### config.mk
export PLATFORM = sky130hd
export DESIGN_NAME = ppx_page_expansion
export DESIGN_NICKNAME = d
export VERILOG_FILES = /design/src/rtl/ppx_pkg.sv /design/src/rtl/ppx_page_expansion.sv /design/src/rtl/ppx_xaddr_decode.sv
export SDC_FILE = /design/constraint.sdc
export NUM_CORES = 1
export LEC_CHECK = 0
export BUFFER_PORTS_ARGS = -buffer_cell sky130_fd_sc_hd__buf_2
export CORE_AREA = 2 2 122 153
export DETAILED_ROUTE_END_ITERATION = 16
export DIE_AREA = 0 0 124 155
export GPL_ROUTABILITY_DRIVEN = 0
export GPL_TIMING_DRIVEN = 0
export PLACE_DENSITY_LB_ADDON = 0.3
export SKIP_LAST_GASP = 1
export SYNTH_ARGS = -nofsm -noshare
export SYNTH_HDL_FRONTEND = slang
export SYNTH_SLANG_ARGS = --single-unit
export TNS_END_PERCENT = 5
### constraint.sdc
create_clock -name clk_i -period 3.4 [get_ports clk_i]
set_input_delay 0.17 -clock clk_i [delete_from_list [all_inputs] [get_ports clk_i]]
set_output_delay 0.17 -clock clk_i [all_outputs]
set_load 0.05 [all_outputs]
### src/rtl/ppx_pkg.sv
/*
 * Constants and types for the program page expansion block.
 * Assumes a 16-bit core address bus and a six-bit page index.
 */
package ppx_pkg;
	localparam int          PAGE_W       = 6;
	localparam int          ADDR_W       = 16;
	localparam logic [5:0]  PAGE_RST     = 6'h00;
	// top two address bits pick the 16K region
	localparam logic [1:0]  REG_LOW      = 2'h0;
	localparam logic [1:0]  REG_MID      = 2'h1;
	localparam logic [1:0]  REG_WIN      = 2'h2;
	localparam logic [1:0]  REG_TOP      = 2'h3;
	localparam logic [5:0]  XADDR_LOW    = 6'h3D;
	localparam logic [5:0]  XADDR_MID    = 6'h3E;
	localparam logic [5:0]  XADDR_TOP    = 6'h3F;
	// partition strap codes and last external page of each but 1M (all internal)
	localparam logic [1:0]  PART_128K    = 2'h0;
	localparam logic [1:0]  PART_256K    = 2'h1;
	localparam logic [1:0]  PART_512K    = 2'h2;
	localparam logic [1:0]  PART_1M      = 2'h3;
	localparam logic [5:0]  LAST_EXT_00  = 6'h37;
	localparam logic [5:0]  LAST_EXT_01  = 6'h2F;
	localparam logic [5:0]  LAST_EXT_10  = 6'h1F;
	// physical flash allocation codes
	localparam logic [1:0]  ALLOC_0K     = 2'h0;
	localparam logic [1:0]  ALLOC_16K    = 2'h1;
	localparam logic [1:0]  ALLOC_48K    = 2'h2;
	localparam logic [1:0]  ALLOC_64K    = 2'h3;
	// port k pin positions
	localparam int          PK_XCS       = 6;
	localparam int          PK_ECS       = 7;
	localparam logic [9:0]  STK_PAD      = 10'h000;

	typedef enum logic [3:0] {
		SQ_IDLE, SQ_IND, SQ_CSWAP, SQ_CPUSH_RA, SQ_CPUSH_PG, SQ_CREFILL,
		SQ_RPULL_PG, SQ_RPULL_RA, SQ_RWRITE, SQ_RREFILL
	} ppx_seq_t;

	// page window access is internal above the last external page
	function automatic logic ppx_is_internal(input logic [1:0] part, input logic [5:0] page);
		case (part)
			PART_128K: ppx_is_internal = (page > LAST_EXT_00);
			PART_256K: ppx_is_internal = (page > LAST_EXT_01);
			PART_512K: ppx_is_internal = (page > LAST_EXT_10);
			default:   ppx_is_internal = 1'b1;
		endcase
	endfunction
endpackage

### src/rtl/ppx_page_expansion.sv
/*
 * Program page expansion: page index register, paged call and return
 * sequencer, and extended address output on port K.
 * Assumes the core's stack and pointer memory answer in the same cycle,
 * and that bus address and control bits come from core-clock logic.
 */
//
// Summary of operation
// - six-bit page shows in window 8000-BFFF
// - two-bit strap splits page space on/off chip
// - low pages external, high pages internal
// - page register set by writes, call, return
// - top 16K block is never paged
// - call and return sequences block interrupts
// - call: swap page, push address, push page
// - new page immediate, or fetched when indirect
// - return: pull page, pull address, restore page
// - window access drives page on extended address
// - other regions drive fixed 3D, 3E, 3F
// - pins active only emulation and expanded mode
// - emulation select active low, flash-hide dependent
// - 0K: select low for window and top
// - 16K: select low only for top
// - 48K: window internal, mid when hide clear
// - 64K: lower blocks when hide clear
// - external select when emulation select inactive
// - plain write effective next cycle, direct call page a cycle later
// - emulation off: port K pins are GPIO
`timescale 1ns/10ps
module ppx_page_expansion #(
	parameter logic [5:0] PAGE_RESET = ppx_pkg::PAGE_RST
) (
	input  wire logic        clk_i,
	input  wire logic        rst_n_i,
	input  wire logic [1:0]  paging_partition_strap_i,
	input  wire logic [1:0]  flash_alloc_strap_i,
	input  wire logic        flash_hide_control_i,
	input  wire logic        port_k_emulation_enable_i,
	input  wire logic        expanded_mode_i,
	input  wire logic        write_protect_i,
	input  wire logic [15:0] bus_addr_i,
	input  wire logic        ext_space_i,
	input  wire logic        page_wr_i,
	input  wire logic [5:0]  page_wdata_i,
	input  wire logic        call_req_i,
	input  wire logic        call_indirect_i,
	input  wire logic [5:0]  call_page_i,
	input  wire logic [15:0] call_target_i,
	input  wire logic [15:0] call_ret_addr_i,
	input  wire logic [5:0]  ind_page_i,
	input  wire logic [15:0] ind_target_i,
	input  wire logic        ret_req_i,
	input  wire logic [15:0] stk_rdata_i,
	input  wire logic [7:0]  gpio_out_i,
	input  wire logic [7:0]  gpio_oe_i,
	output logic      [5:0]  page_index_register_o,
	output logic             window_hit_o,
	output logic             window_internal_o,
	output logic             ecs_active_o,
	output logic             ind_rd_o,
	output logic      [15:0] ind_ptr_o,
	output logic             stk_push_o,
	output logic      [15:0] stk_wdata_o,
	output logic             stk_pop_o,
	output logic             pc_load_o,
	output logic      [15:0] pc_value_o,
	output logic             queue_refill_o,
	output logic             irq_inhibit_o,
	output logic      [7:0]  port_k_out_o,
	output logic      [7:0]  port_k_oe_o
);
	// ==========================================================
	// strap synchronisers
	logic [1:0] part_m_r;
	logic [1:0] part_r;
	logic [1:0] alloc_m_r;
	logic [1:0] alloc_r;

	always_ff @(posedge clk_i or negedge rst_n_i) begin
		if (!rst_n_i) begin
			part_m_r  <= ppx_pkg::PART_128K;
			part_r    <= ppx_pkg::PART_128K;
			alloc_m_r <= ppx_pkg::ALLOC_0K;
			alloc_r   <= ppx_pkg::ALLOC_0K;
		end else begin
			part_m_r  <= paging_partition_strap_i;
			part_r    <= part_m_r;
			alloc_m_r <= flash_alloc_strap_i;
			alloc_r   <= alloc_m_r;
		end
	end

	// ==========================================================
	// paged call / return sequencer
	ppx_pkg::ppx_seq_t state_r;
	ppx_pkg::ppx_seq_t state_nxt;
	logic [5:0]  page_r;
	logic [5:0]  temp_page_r;
	logic [5:0]  new_page_r;
	logic [15:0] target_r;
	logic [15:0] ret_addr_r;
	logic [15:0] wdata_r;
	logic [15:0] pc_r;
	logic        busy;

	assign busy = (state_r != ppx_pkg::SQ_IDLE);

	always_comb begin
		state_nxt = state_r;
		case (state_r)
			ppx_pkg::SQ_IDLE: begin
				if (call_req_i)
					state_nxt = call_indirect_i ? ppx_pkg::SQ_IND : ppx_pkg::SQ_CSWAP;
				else if (ret_req_i)
					state_nxt = ppx_pkg::SQ_RPULL_PG;
			end
			ppx_pkg::SQ_IND:      state_nxt = ppx_pkg::SQ_CSWAP;
			ppx_pkg::SQ_CSWAP:    state_nxt = ppx_pkg::SQ_CPUSH_RA;
			ppx_pkg::SQ_CPUSH_RA: state_nxt = ppx_pkg::SQ_CPUSH_PG;
			ppx_pkg::SQ_CPUSH_PG: state_nxt = ppx_pkg::SQ_CREFILL;
			ppx_pkg::SQ_RPULL_PG: state_nxt = ppx_pkg::SQ_RPULL_RA;
			ppx_pkg::SQ_RPULL_RA: state_nxt = ppx_pkg::SQ_RWRITE;
			ppx_pkg::SQ_RWRITE:   state_nxt = ppx_pkg::SQ_RREFILL;
			default:              state_nxt = ppx_pkg::SQ_IDLE;
		endcase
	end

	always_ff @(posedge clk_i or negedge rst_n_i) begin
		if (!rst_n_i)
			state_r <= ppx_pkg::SQ_IDLE;
		else
			state_r <= state_nxt;
	end

	// call operands, captured on acceptance or indirect fetch
	always_ff @(posedge clk_i or negedge rst_n_i) begin
		if (!rst_n_i) begin
			new_page_r <= ppx_pkg::PAGE_RST;
			target_r   <= '0;
			ret_addr_r <= '0;
		end else if (state_r == ppx_pkg::SQ_IDLE && call_req_i) begin
			new_page_r <= call_page_i;
			target_r   <= call_target_i;
			ret_addr_r <= call_ret_addr_i;
		end else if (state_r == ppx_pkg::SQ_IND) begin
			new_page_r <= ind_page_i;
			target_r   <= ind_target_i;
		end
	end

	// page index register; sequence owns it while busy
	always_ff @(posedge clk_i or negedge rst_n_i) begin
		if (!rst_n_i) begin
			page_r      <= PAGE_RESET;
			temp_page_r <= ppx_pkg::PAGE_RST;
		end else if (state_r == ppx_pkg::SQ_CSWAP) begin
			temp_page_r <= page_r;
			page_r      <= new_page_r;
		end else if (state_r == ppx_pkg::SQ_RPULL_PG) begin
			temp_page_r <= stk_rdata_i[5:0];
		end else if (state_r == ppx_pkg::SQ_RWRITE) begin
			page_r <= temp_page_r;
		end else if (!busy && page_wr_i && !write_protect_i) begin
			page_r <= page_wdata_i;
		end
	end

	// stack write data and program counter value
	always_ff @(posedge clk_i or negedge rst_n_i) begin
		if (!rst_n_i) begin
			wdata_r <= '0;
			pc_r    <= '0;
		end else begin
			if (state_nxt == ppx_pkg::SQ_CPUSH_RA)
				wdata_r <= ret_addr_r;
			else if (state_nxt == ppx_pkg::SQ_CPUSH_PG)
				wdata_r <= {ppx_pkg::STK_PAD, temp_page_r};
			if (state_r == ppx_pkg::SQ_RPULL_RA)
				pc_r <= stk_rdata_i;
			else if (state_r == ppx_pkg::SQ_CPUSH_PG)
				pc_r <= target_r;
		end
	end

	assign ind_rd_o       = (state_r == ppx_pkg::SQ_IND);
	assign ind_ptr_o      = target_r;
	assign stk_push_o     = (state_r == ppx_pkg::SQ_CPUSH_RA) || (state_r == ppx_pkg::SQ_CPUSH_PG);
	assign stk_wdata_o    = wdata_r;
	assign stk_pop_o      = (state_r == ppx_pkg::SQ_RPULL_PG) || (state_r == ppx_pkg::SQ_RPULL_RA);
	assign pc_load_o      = (state_r == ppx_pkg::SQ_CREFILL) || (state_r == ppx_pkg::SQ_RWRITE);
	assign pc_value_o     = pc_r;
	assign queue_refill_o = (state_r == ppx_pkg::SQ_CREFILL) || (state_r == ppx_pkg::SQ_RREFILL);
	assign irq_inhibit_o  = busy;
	assign page_index_register_o = page_r;
	assign window_hit_o   = (bus_addr_i[15:14] == ppx_pkg::REG_WIN);

	// ==========================================================
	// port k decode
	ppx_xaddr_decode u_decode (
		.bus_addr_i                (bus_addr_i),
		.page_index_bits_i         (page_r),
		.partition_i               (part_r),
		.flash_alloc_i             (alloc_r),
		.flash_hide_control_i      (flash_hide_control_i),
		.port_k_emulation_enable_i (port_k_emulation_enable_i),
		.expanded_mode_i           (expanded_mode_i),
		.ext_space_i               (ext_space_i),
		.gpio_out_i                (gpio_out_i),
		.gpio_oe_i                 (gpio_oe_i),
		.port_k_out_o              (port_k_out_o),
		.port_k_oe_o               (port_k_oe_o),
		.win_internal_o            (window_internal_o),
		.ecs_active_o              (ecs_active_o)
	);

	// ==========================================================
	// checks
	logic emul;
	assign emul = port_k_emulation_enable_i & expanded_mode_i;

	a_call_sequence: assert property (@(posedge clk_i) disable iff (!rst_n_i)
		(state_r == ppx_pkg::SQ_IDLE && call_req_i && !call_indirect_i)
		|=> !stk_push_o ##1 (stk_push_o && stk_wdata_o == $past(call_ret_addr_i, 2))
		##1 stk_push_o ##1 (pc_load_o && queue_refill_o))
		else $error("paged call order wrong");
	a_call_page_swap: assert property (@(posedge clk_i) disable iff (!rst_n_i)
		(state_r == ppx_pkg::SQ_CSWAP) |=> (page_r == $past(new_page_r)) ##1
		(stk_wdata_o[5:0] == $past(page_r, 2)))
		else $error("old page not pushed");
	a_ret_restore: assert property (@(posedge clk_i) disable iff (!rst_n_i)
		(state_r == ppx_pkg::SQ_RPULL_PG) |-> ##2 (pc_value_o == $past(stk_rdata_i, 1))
		##1 (page_r == $past(stk_rdata_i[5:0], 3)))
		else $error("paged return restore wrong");
	a_irq_blocked: assert property (@(posedge clk_i) disable iff (!rst_n_i)
		(state_r == ppx_pkg::SQ_IDLE && (call_req_i || ret_req_i))
		|=> irq_inhibit_o [*4])
		else $error("interrupt window inside sequence");
	a_write_timing: assert property (@(posedge clk_i) disable iff (!rst_n_i)
		(!busy && page_wr_i && !write_protect_i) |=> (page_index_register_o == $past(page_wdata_i)))
		else $error("plain page write not effective next cycle");
	a_write_blocked: assert property (@(posedge clk_i) disable iff (!rst_n_i)
		(!busy && page_wr_i && write_protect_i && !call_req_i && !ret_req_i)
		|=> $stable(page_index_register_o))
		else $error("protected page write took effect");
	a_window_page: assert property (@(posedge clk_i) disable iff (!rst_n_i)
		(emul && bus_addr_i[15:14] == ppx_pkg::REG_WIN) |-> (port_k_out_o[5:0] == page_r))
		else $error("window extended address not page");
	a_fixed_xaddr: assert property (@(posedge clk_i) disable iff (!rst_n_i)
		(emul && bus_addr_i[15:14] == ppx_pkg::REG_TOP) |-> (port_k_out_o[5:0] == 6'h3F
		&& !port_k_out_o[ppx_pkg::PK_ECS]))
		else $error("top block decode wrong");
	a_gpio_mode: assert property (@(posedge clk_i) disable iff (!rst_n_i)
		!emul |-> (port_k_out_o == gpio_out_i && port_k_oe_o == gpio_oe_i))
		else $error("port k not gpio with emulation off");
	a_xcs_exclusive: assert property (@(posedge clk_i) disable iff (!rst_n_i)
		(emul && !port_k_out_o[ppx_pkg::PK_XCS]) |-> (port_k_out_o[ppx_pkg::PK_ECS]
		&& ext_space_i))
		else $error("both selects active");
	a_partition_class: assert property (@(posedge clk_i) disable iff (!rst_n_i)
		(part_r == ppx_pkg::PART_256K) |-> (window_internal_o == (page_r >= 6'h30)))
		else $error("partition class wrong");
	a_alloc16_ecs: assert property (@(posedge clk_i) disable iff (!rst_n_i)
		(emul && alloc_r == ppx_pkg::ALLOC_16K) |->
		(port_k_out_o[ppx_pkg::PK_ECS] == (bus_addr_i[15:14] != ppx_pkg::REG_TOP)))
		else $error("16K select decode wrong");
	a_ind_fetch: assert property (@(posedge clk_i) disable iff (!rst_n_i)
		(state_r == ppx_pkg::SQ_IDLE && call_req_i && call_indirect_i)
		|=> (ind_rd_o && ind_ptr_o == $past(call_target_i)) ##1 !ind_rd_o)
		else $error("indirect operand fetch wrong");
	a_ret_pulls: assert property (@(posedge clk_i) disable iff (!rst_n_i)
		(state_r == ppx_pkg::SQ_IDLE && ret_req_i && !call_req_i)
		|=> stk_pop_o ##1 stk_pop_o ##1 (pc_load_o && !stk_pop_o)
		##1 (queue_refill_o && !pc_load_o))
		else $error("paged return order wrong");
	a_page_held: assert property (@(posedge clk_i) disable iff (!rst_n_i)
		(busy && state_r != ppx_pkg::SQ_CSWAP && state_r != ppx_pkg::SQ_RWRITE)
		|=> $stable(page_index_register_o))
		else $error("page changed inside sequence");
	a_window_hit: assert property (@(posedge clk_i) disable iff (!rst_n_i)
		window_hit_o == (bus_addr_i >= 16'h8000 && bus_addr_i <= 16'hBFFF))
		else $error("window decode wrong");
	a_xaddr_lower: assert property (@(posedge clk_i) disable iff (!rst_n_i)
		(emul && !bus_addr_i[15])
		|-> (port_k_out_o[5:0] == (bus_addr_i[14] ? 6'h3E : 6'h3D)))
		else $error("lower block extended address wrong");
	a_ecs_alloc0: assert property (@(posedge clk_i) disable iff (!rst_n_i)
		(emul && alloc_r == ppx_pkg::ALLOC_0K)
		|-> (port_k_out_o[ppx_pkg::PK_ECS] == !bus_addr_i[15]))
		else $error("0K select decode wrong");
	a_ecs_alloc48: assert property (@(posedge clk_i) disable iff (!rst_n_i)
		(emul && alloc_r == ppx_pkg::ALLOC_48K && !bus_addr_i[15])
		|-> (port_k_out_o[ppx_pkg::PK_ECS] == (bus_addr_i[14] ? flash_hide_control_i : 1'b1)))
		else $error("48K select decode wrong");
	a_ecs_alloc64: assert property (@(posedge clk_i) disable iff (!rst_n_i)
		(emul && alloc_r == ppx_pkg::ALLOC_64K && !bus_addr_i[15])
		|-> (port_k_out_o[ppx_pkg::PK_ECS] == flash_hide_control_i))
		else $error("64K select decode wrong");
	a_emul_drive: assert property (@(posedge clk_i) disable iff (!rst_n_i)
		emul |-> (port_k_oe_o == 8'hFF))
		else $error("port k not driven in emulation");
	a_ecs_flag: assert property (@(posedge clk_i) disable iff (!rst_n_i)
		ecs_active_o == (emul && !port_k_out_o[ppx_pkg::PK_ECS]))
		else $error("select flag disagrees with pin");
	a_part_low: assert property (@(posedge clk_i) disable iff (!rst_n_i)
		(part_r == ppx_pkg::PART_128K) |-> (window_internal_o == (page_r >= 6'h38)))
		else $error("128K partition class wrong");
	a_part_full: assert property (@(posedge clk_i) disable iff (!rst_n_i)
		(part_r == ppx_pkg::PART_1M) |-> window_internal_o)
		else $error("full partition not internal");
endmodule

### src/rtl/ppx_xaddr_decode.sv
/*
 * Extended address and chip select decode for port K.
 * Assumes all inputs are stable within one bus cycle; purely combinational.
 */
`timescale 1ns/10ps
module ppx_xaddr_decode (
	input  wire logic [15:0] bus_addr_i,
	input  wire logic [5:0]  page_index_bits_i,
	input  wire logic [1:0]  partition_i,
	input  wire logic [1:0]  flash_alloc_i,
	input  wire logic        flash_hide_control_i,
	input  wire logic        port_k_emulation_enable_i,
	input  wire logic        expanded_mode_i,
	input  wire logic        ext_space_i,
	input  wire logic [7:0]  gpio_out_i,
	input  wire logic [7:0]  gpio_oe_i,
	output logic      [7:0]  port_k_out_o,
	output logic      [7:0]  port_k_oe_o,
	output logic             win_internal_o,
	output logic             ecs_active_o
);
	// ==========================================================
	// region decode
	logic [1:0] region;
	logic       internal;
	logic       ecs_n;
	logic       xcs_n;
	logic [5:0] xaddr;
	logic       emul;
	logic [7:0] emul_pins;

	assign region   = bus_addr_i[15:14];
	assign internal = ppx_pkg::ppx_is_internal(partition_i, page_index_bits_i);
	assign win_internal_o = internal;
	assign emul     = port_k_emulation_enable_i & expanded_mode_i;

	always_comb begin
		case (region)
			ppx_pkg::REG_LOW: xaddr = ppx_pkg::XADDR_LOW;
			ppx_pkg::REG_MID: xaddr = ppx_pkg::XADDR_MID;
			ppx_pkg::REG_WIN: xaddr = page_index_bits_i;
			default:          xaddr = ppx_pkg::XADDR_TOP;
		endcase
	end

	// top block always selects, never paged
	always_comb begin
		ecs_n = 1'b1;
		case (flash_alloc_i)
			ppx_pkg::ALLOC_0K:
				ecs_n = (region == ppx_pkg::REG_LOW) || (region == ppx_pkg::REG_MID);
			ppx_pkg::ALLOC_16K:
				ecs_n = (region != ppx_pkg::REG_TOP);
			ppx_pkg::ALLOC_48K: begin
				case (region)
					ppx_pkg::REG_LOW: ecs_n = 1'b1;
					ppx_pkg::REG_MID: ecs_n = flash_hide_control_i;
					ppx_pkg::REG_WIN: ecs_n = ~internal;
					default:          ecs_n = 1'b0;
				endcase
			end
			default: begin
				case (region)
					ppx_pkg::REG_WIN: ecs_n = ~internal;
					ppx_pkg::REG_TOP: ecs_n = 1'b0;
					default:          ecs_n = flash_hide_control_i;
				endcase
			end
		endcase
	end

	assign ecs_active_o = emul & ~ecs_n;
	// external select only when emulation select idle
	assign xcs_n = ~(ecs_n & ext_space_i);
	assign emul_pins = {ecs_n, xcs_n, xaddr};

	// ==========================================================
	// port k pin sharing
	genvar gi;
	generate
		for (gi = 0; gi < 8; gi++) begin : g_pin
			assign port_k_out_o[gi] = emul ? emul_pins[gi] : gpio_out_i[gi];
			assign port_k_oe_o[gi]  = emul ? 1'b1 : gpio_oe_i[gi];
		end
	endgenerate
endmodule
==> qor.csv <==
stage,metric,value,unit
floorplan,die_y,155,um
timing,clock_skew,0.00700,ns
global_route,number_of_antenna_violations_at_the_first_check_in_global_routing,2,
floorplan,boundaryPins,208,
worst_setup_path,wp_data_arrival,2.18,ns
min_path,holdCritPathClass,input pin to register,
global_route,globalRouteTotalUtil,14.9,%
timing,period_share,69.0,%
power_and_ir_drop,power-per-cell-area,1080,nW/um2
run,timing.max_cap.violations,0,
timing,grt_setup_unrepaired,no,
global_route,grt_overflow_total,0,
route,routedWlPerCell,15.7,um
worst_setup_path,worstPathRequired,3.23,ns
route,drc_violation_count_after_routing,0,
floorplan,die-area,19200,um2
route,drtAntennaViolNets,0,
floorplan,die_w,124,um
floorplan,starting_density_of_the_core,24.3,%
global_route,grt_pass1_wl,21.9,mm
worst_setup_path,dominant_delay_contributor_by_cell_family_on_the_critical_path,buffers and inverters,
synthesis,netlist_instances,455,
power_and_ir_drop,power,6510,uW
worst_setup_path,crit_path_top_delay_cell,nor4b_4,
worst_setup_path,critical_path_buf_inv_count,3,
global_route,grt_start_max_net_pins,55,
synthesis,ys_top_cells_by_count,"nand2_1, dfrtp_1, a22oi_1, nor2_1, o21ai_0",
cells_and_area,area_growth_syn_to_layout,38.5,%
cells_and_area,final-seq-area,2350,um2
synthesis,synth_edf_count,0,
cells_and_area,post_route_cells_drive_above_1_share,35.2,%
route,initialDrtViolationCount,185,
timing,hold_violations,0,
cells_and_area,fillers,1928,
clocking,clkTransAtPathRegs,0.07,ns
clocking,cts.hold.buffers_added,5,
worst_setup_path,kind_of_end_point_of_the_critical_path,output pin,
worst_setup_path,cp_max_fo,10,
outcome,result_of_the_run,completed,
synthesis,synth_most_common_cell,nand2_1,
placed_design,numPortBuffers,192,
synthesis,synthDominantAreaCellType,dfrtp_1,
synthesis,post_synth_main_area_contributors,"dfrtp_1, nand2_1, a22oi_1, mux2i_1, o21ai_0",
clocking,cts_tree,yes,
cells_and_area,design.final.nets,793,
global_route,first_global_vias,4126,
synthesis,synth-seq-area-share,54.1,%
timing,max_clock_freq,426,MHz
worst_setup_path,cp_slowest_stage_delay,0.52,ns
timing,post-route-min-period,2.35,ns
route,vias,4006,
timing,fin_tns_setup,0,ns
clocking,cts-root-to-sink-buffers,2,
synthesis,dominantRegCellSynth,dfrtp_1,
clocking,htree_num_levels,3,
worst_setup_path,cp_cell_sequence,"buf_4, nor4b_4, clkbuf_1, buf_2",
clocking,cts_made_buffers,9,
clocking,cts-root-buf,clkbuf_16,
floorplan,core_area,17900,um2
synthesis,postSynthNetCount,584,
floorplan,placement_rows,55,
timing,slew_viol_final,0,
synthesis,share_of_yosys_cell_area_claimed_by_the_top_area_cell_type,54.1,%
worst_setup_path,critPathKind,register to output pin,
route,drt_wl_total,14.1,mm
clocking,post_cts.repair.setup_buffers,0,
synthesis,synth_area,4350,um2
route,viasPerCell,4.47,
timing,finalSetupViolCount,0,
clocking,clock_latency_of_the_later_clocked_register_in_the_worst_skew_pair,0.34,ns
route,number_of_optimization_iterations_in_the_first_detailed_route_pass,4,
cells_and_area,multiInputGateArea,1770,um2
power_and_ir_drop,worst_ir_drop_vdd,476,uV
clocking,number_of_clock_sinks,94,
synthesis,synth_cell_type_count,43,
synthesis,synth.yosys.warnings,0,
worst_setup_path,path_depth,4,
synthesis,synthArstFlopShare,100,%
min_path,whs_path_depth,3,
worst_setup_path,timing.critical_path.from_type,register,
power_and_ir_drop,leakage_power_summed_over_all_cells,0.00304,uW
synthesis,postSynthAreaPerCell,9.56,um2
worst_setup_path,cell_count_of_the_worst_reg_to_reg_path,7,
clocking,cts_resized,0,
synthesis,synth_seq_cells,94,
timing,tightest_slew,0.570,ns
timing,max_slew_margin,61.9,%
placed_design,hpwlAfterDp,10.8,mm
layout by cell type (no fill, tap or decap), drive strengths merged, types with 2 or more instances in the layout:
cell type    Yosys  final
buf             19    212
a211o            6      6
a22o            10     10
o21ai           32     32
inv             22     23
a31oi            6      6
nor4b            2      2
dfrtp           94     94
nor2            33     33
nand3            2      2
a211oi           2      2
a22oi           34     34
or2              2      2
mux2i           16     16
nor3b            2      2
dlygate4sd3      0      5
o311ai           5      5
o22a             4      4
a21oi           13     13
bufinv           0      3
nor2b            3      3
nand2          102    102
o21a             2      2
clkbuf          13     23
nand2b          17     17
worst reg2reg max path, stage by stage (launching register included):
cell and delay, ns:
dfrtp_1 0.36, buf_4 0.17, nand2b_1 0.21, nor2_2 0.41, or2_0 0.16, buf_2 0.16, buf_2 0.23, o21ai_0 0.11
power by group:
part	internal (uW)	leakage (uW)	switching [uW]
logic	947	0.00173	2430
registers	1610	0.00115	354
clock network	738	0.000165	431
total	3290	0.00304	3220
state kept, by name, indices dropped and copies added (netlist names):
| name | count |
|---|---|
| part_m_r | 2 |
| alloc_m_r | 2 |
| new_page_r | 6 |
| ret_addr_r | 16 |
| temp_page_r | 6 |
| page_index_register_o | 6 |
| part_r | 2 |
| pc_value_o | 16 |
| alloc_r | 2 |
| stk_wdata_o | 16 |
| state_r | 4 |
| ind_ptr_o | 16 |
per-layer routing:
metal | track usage, % | wire length, um
met1 | 17.5 | 5670
met2 | 26.9 | 7320
met3 | 3.23 | 843
met4 | 4.55 | 246
met5 | 0 | 13
cells by family after synthesis:
kind of cell / Yosys count / share of synthesized area, %
DFF: 94 / 54.1
buffers and inverters: 54 / 5.38
and+or+nand+nor: 167 / 17.1
muxes: 17 / 3.94
AOI/OAI and AO/OA: 122 / 19.3
xor gates and xnor gates: 1 / 0.201
path summary, 6_finish.rpt:
kind                                     start             end  slack, ns
max                                 state_r[2]        ind_rd_o       1.05
min                        call_ret_addr_i[13]  ret_addr_r[13]       0.02
max reg2reg                         state_r[3]   pc_value_o[7]       1.46
min reg2reg                       alloc_m_r[1]      alloc_r[1]       0.35
max in group asynchronous              rst_n_i   pc_value_o[6]       2.33
min in group asynchronous              rst_n_i   ret_addr_r[8]       0.37
area by class of cell:
type | count | share of cell area, %
clock buffers | 10 | 3.97
diodes | 1 | 0.0415
plain buffers | 32 | 2.51
multi-input cells | 307 | 29.3
well taps | 228 | 4.73
repair buffers | 198 | 17.3
clock inverters | 5 | 1.76
inverters | 22 | 1.37
flip-flops and latches | 94 | 39.0
per-stage QoR:
step                      instances  hold WS [ns]  cell area (um2)  utilization [%]  setup slack, ns
after floorplan                 455        -0.126             4350                -             1.22
after global placement          875         0.280             5600             31.3             1.09
after detailed placement        876         0.203             5630             31.5             1.36
after CTS                       896       0.00454             6020             33.7            0.988
after global routing            896        0.0201             6020             33.7            0.882
final                           897        0.0195             6030             33.7             1.05
No activity file was read; power rests on OpenSTA's default activity.
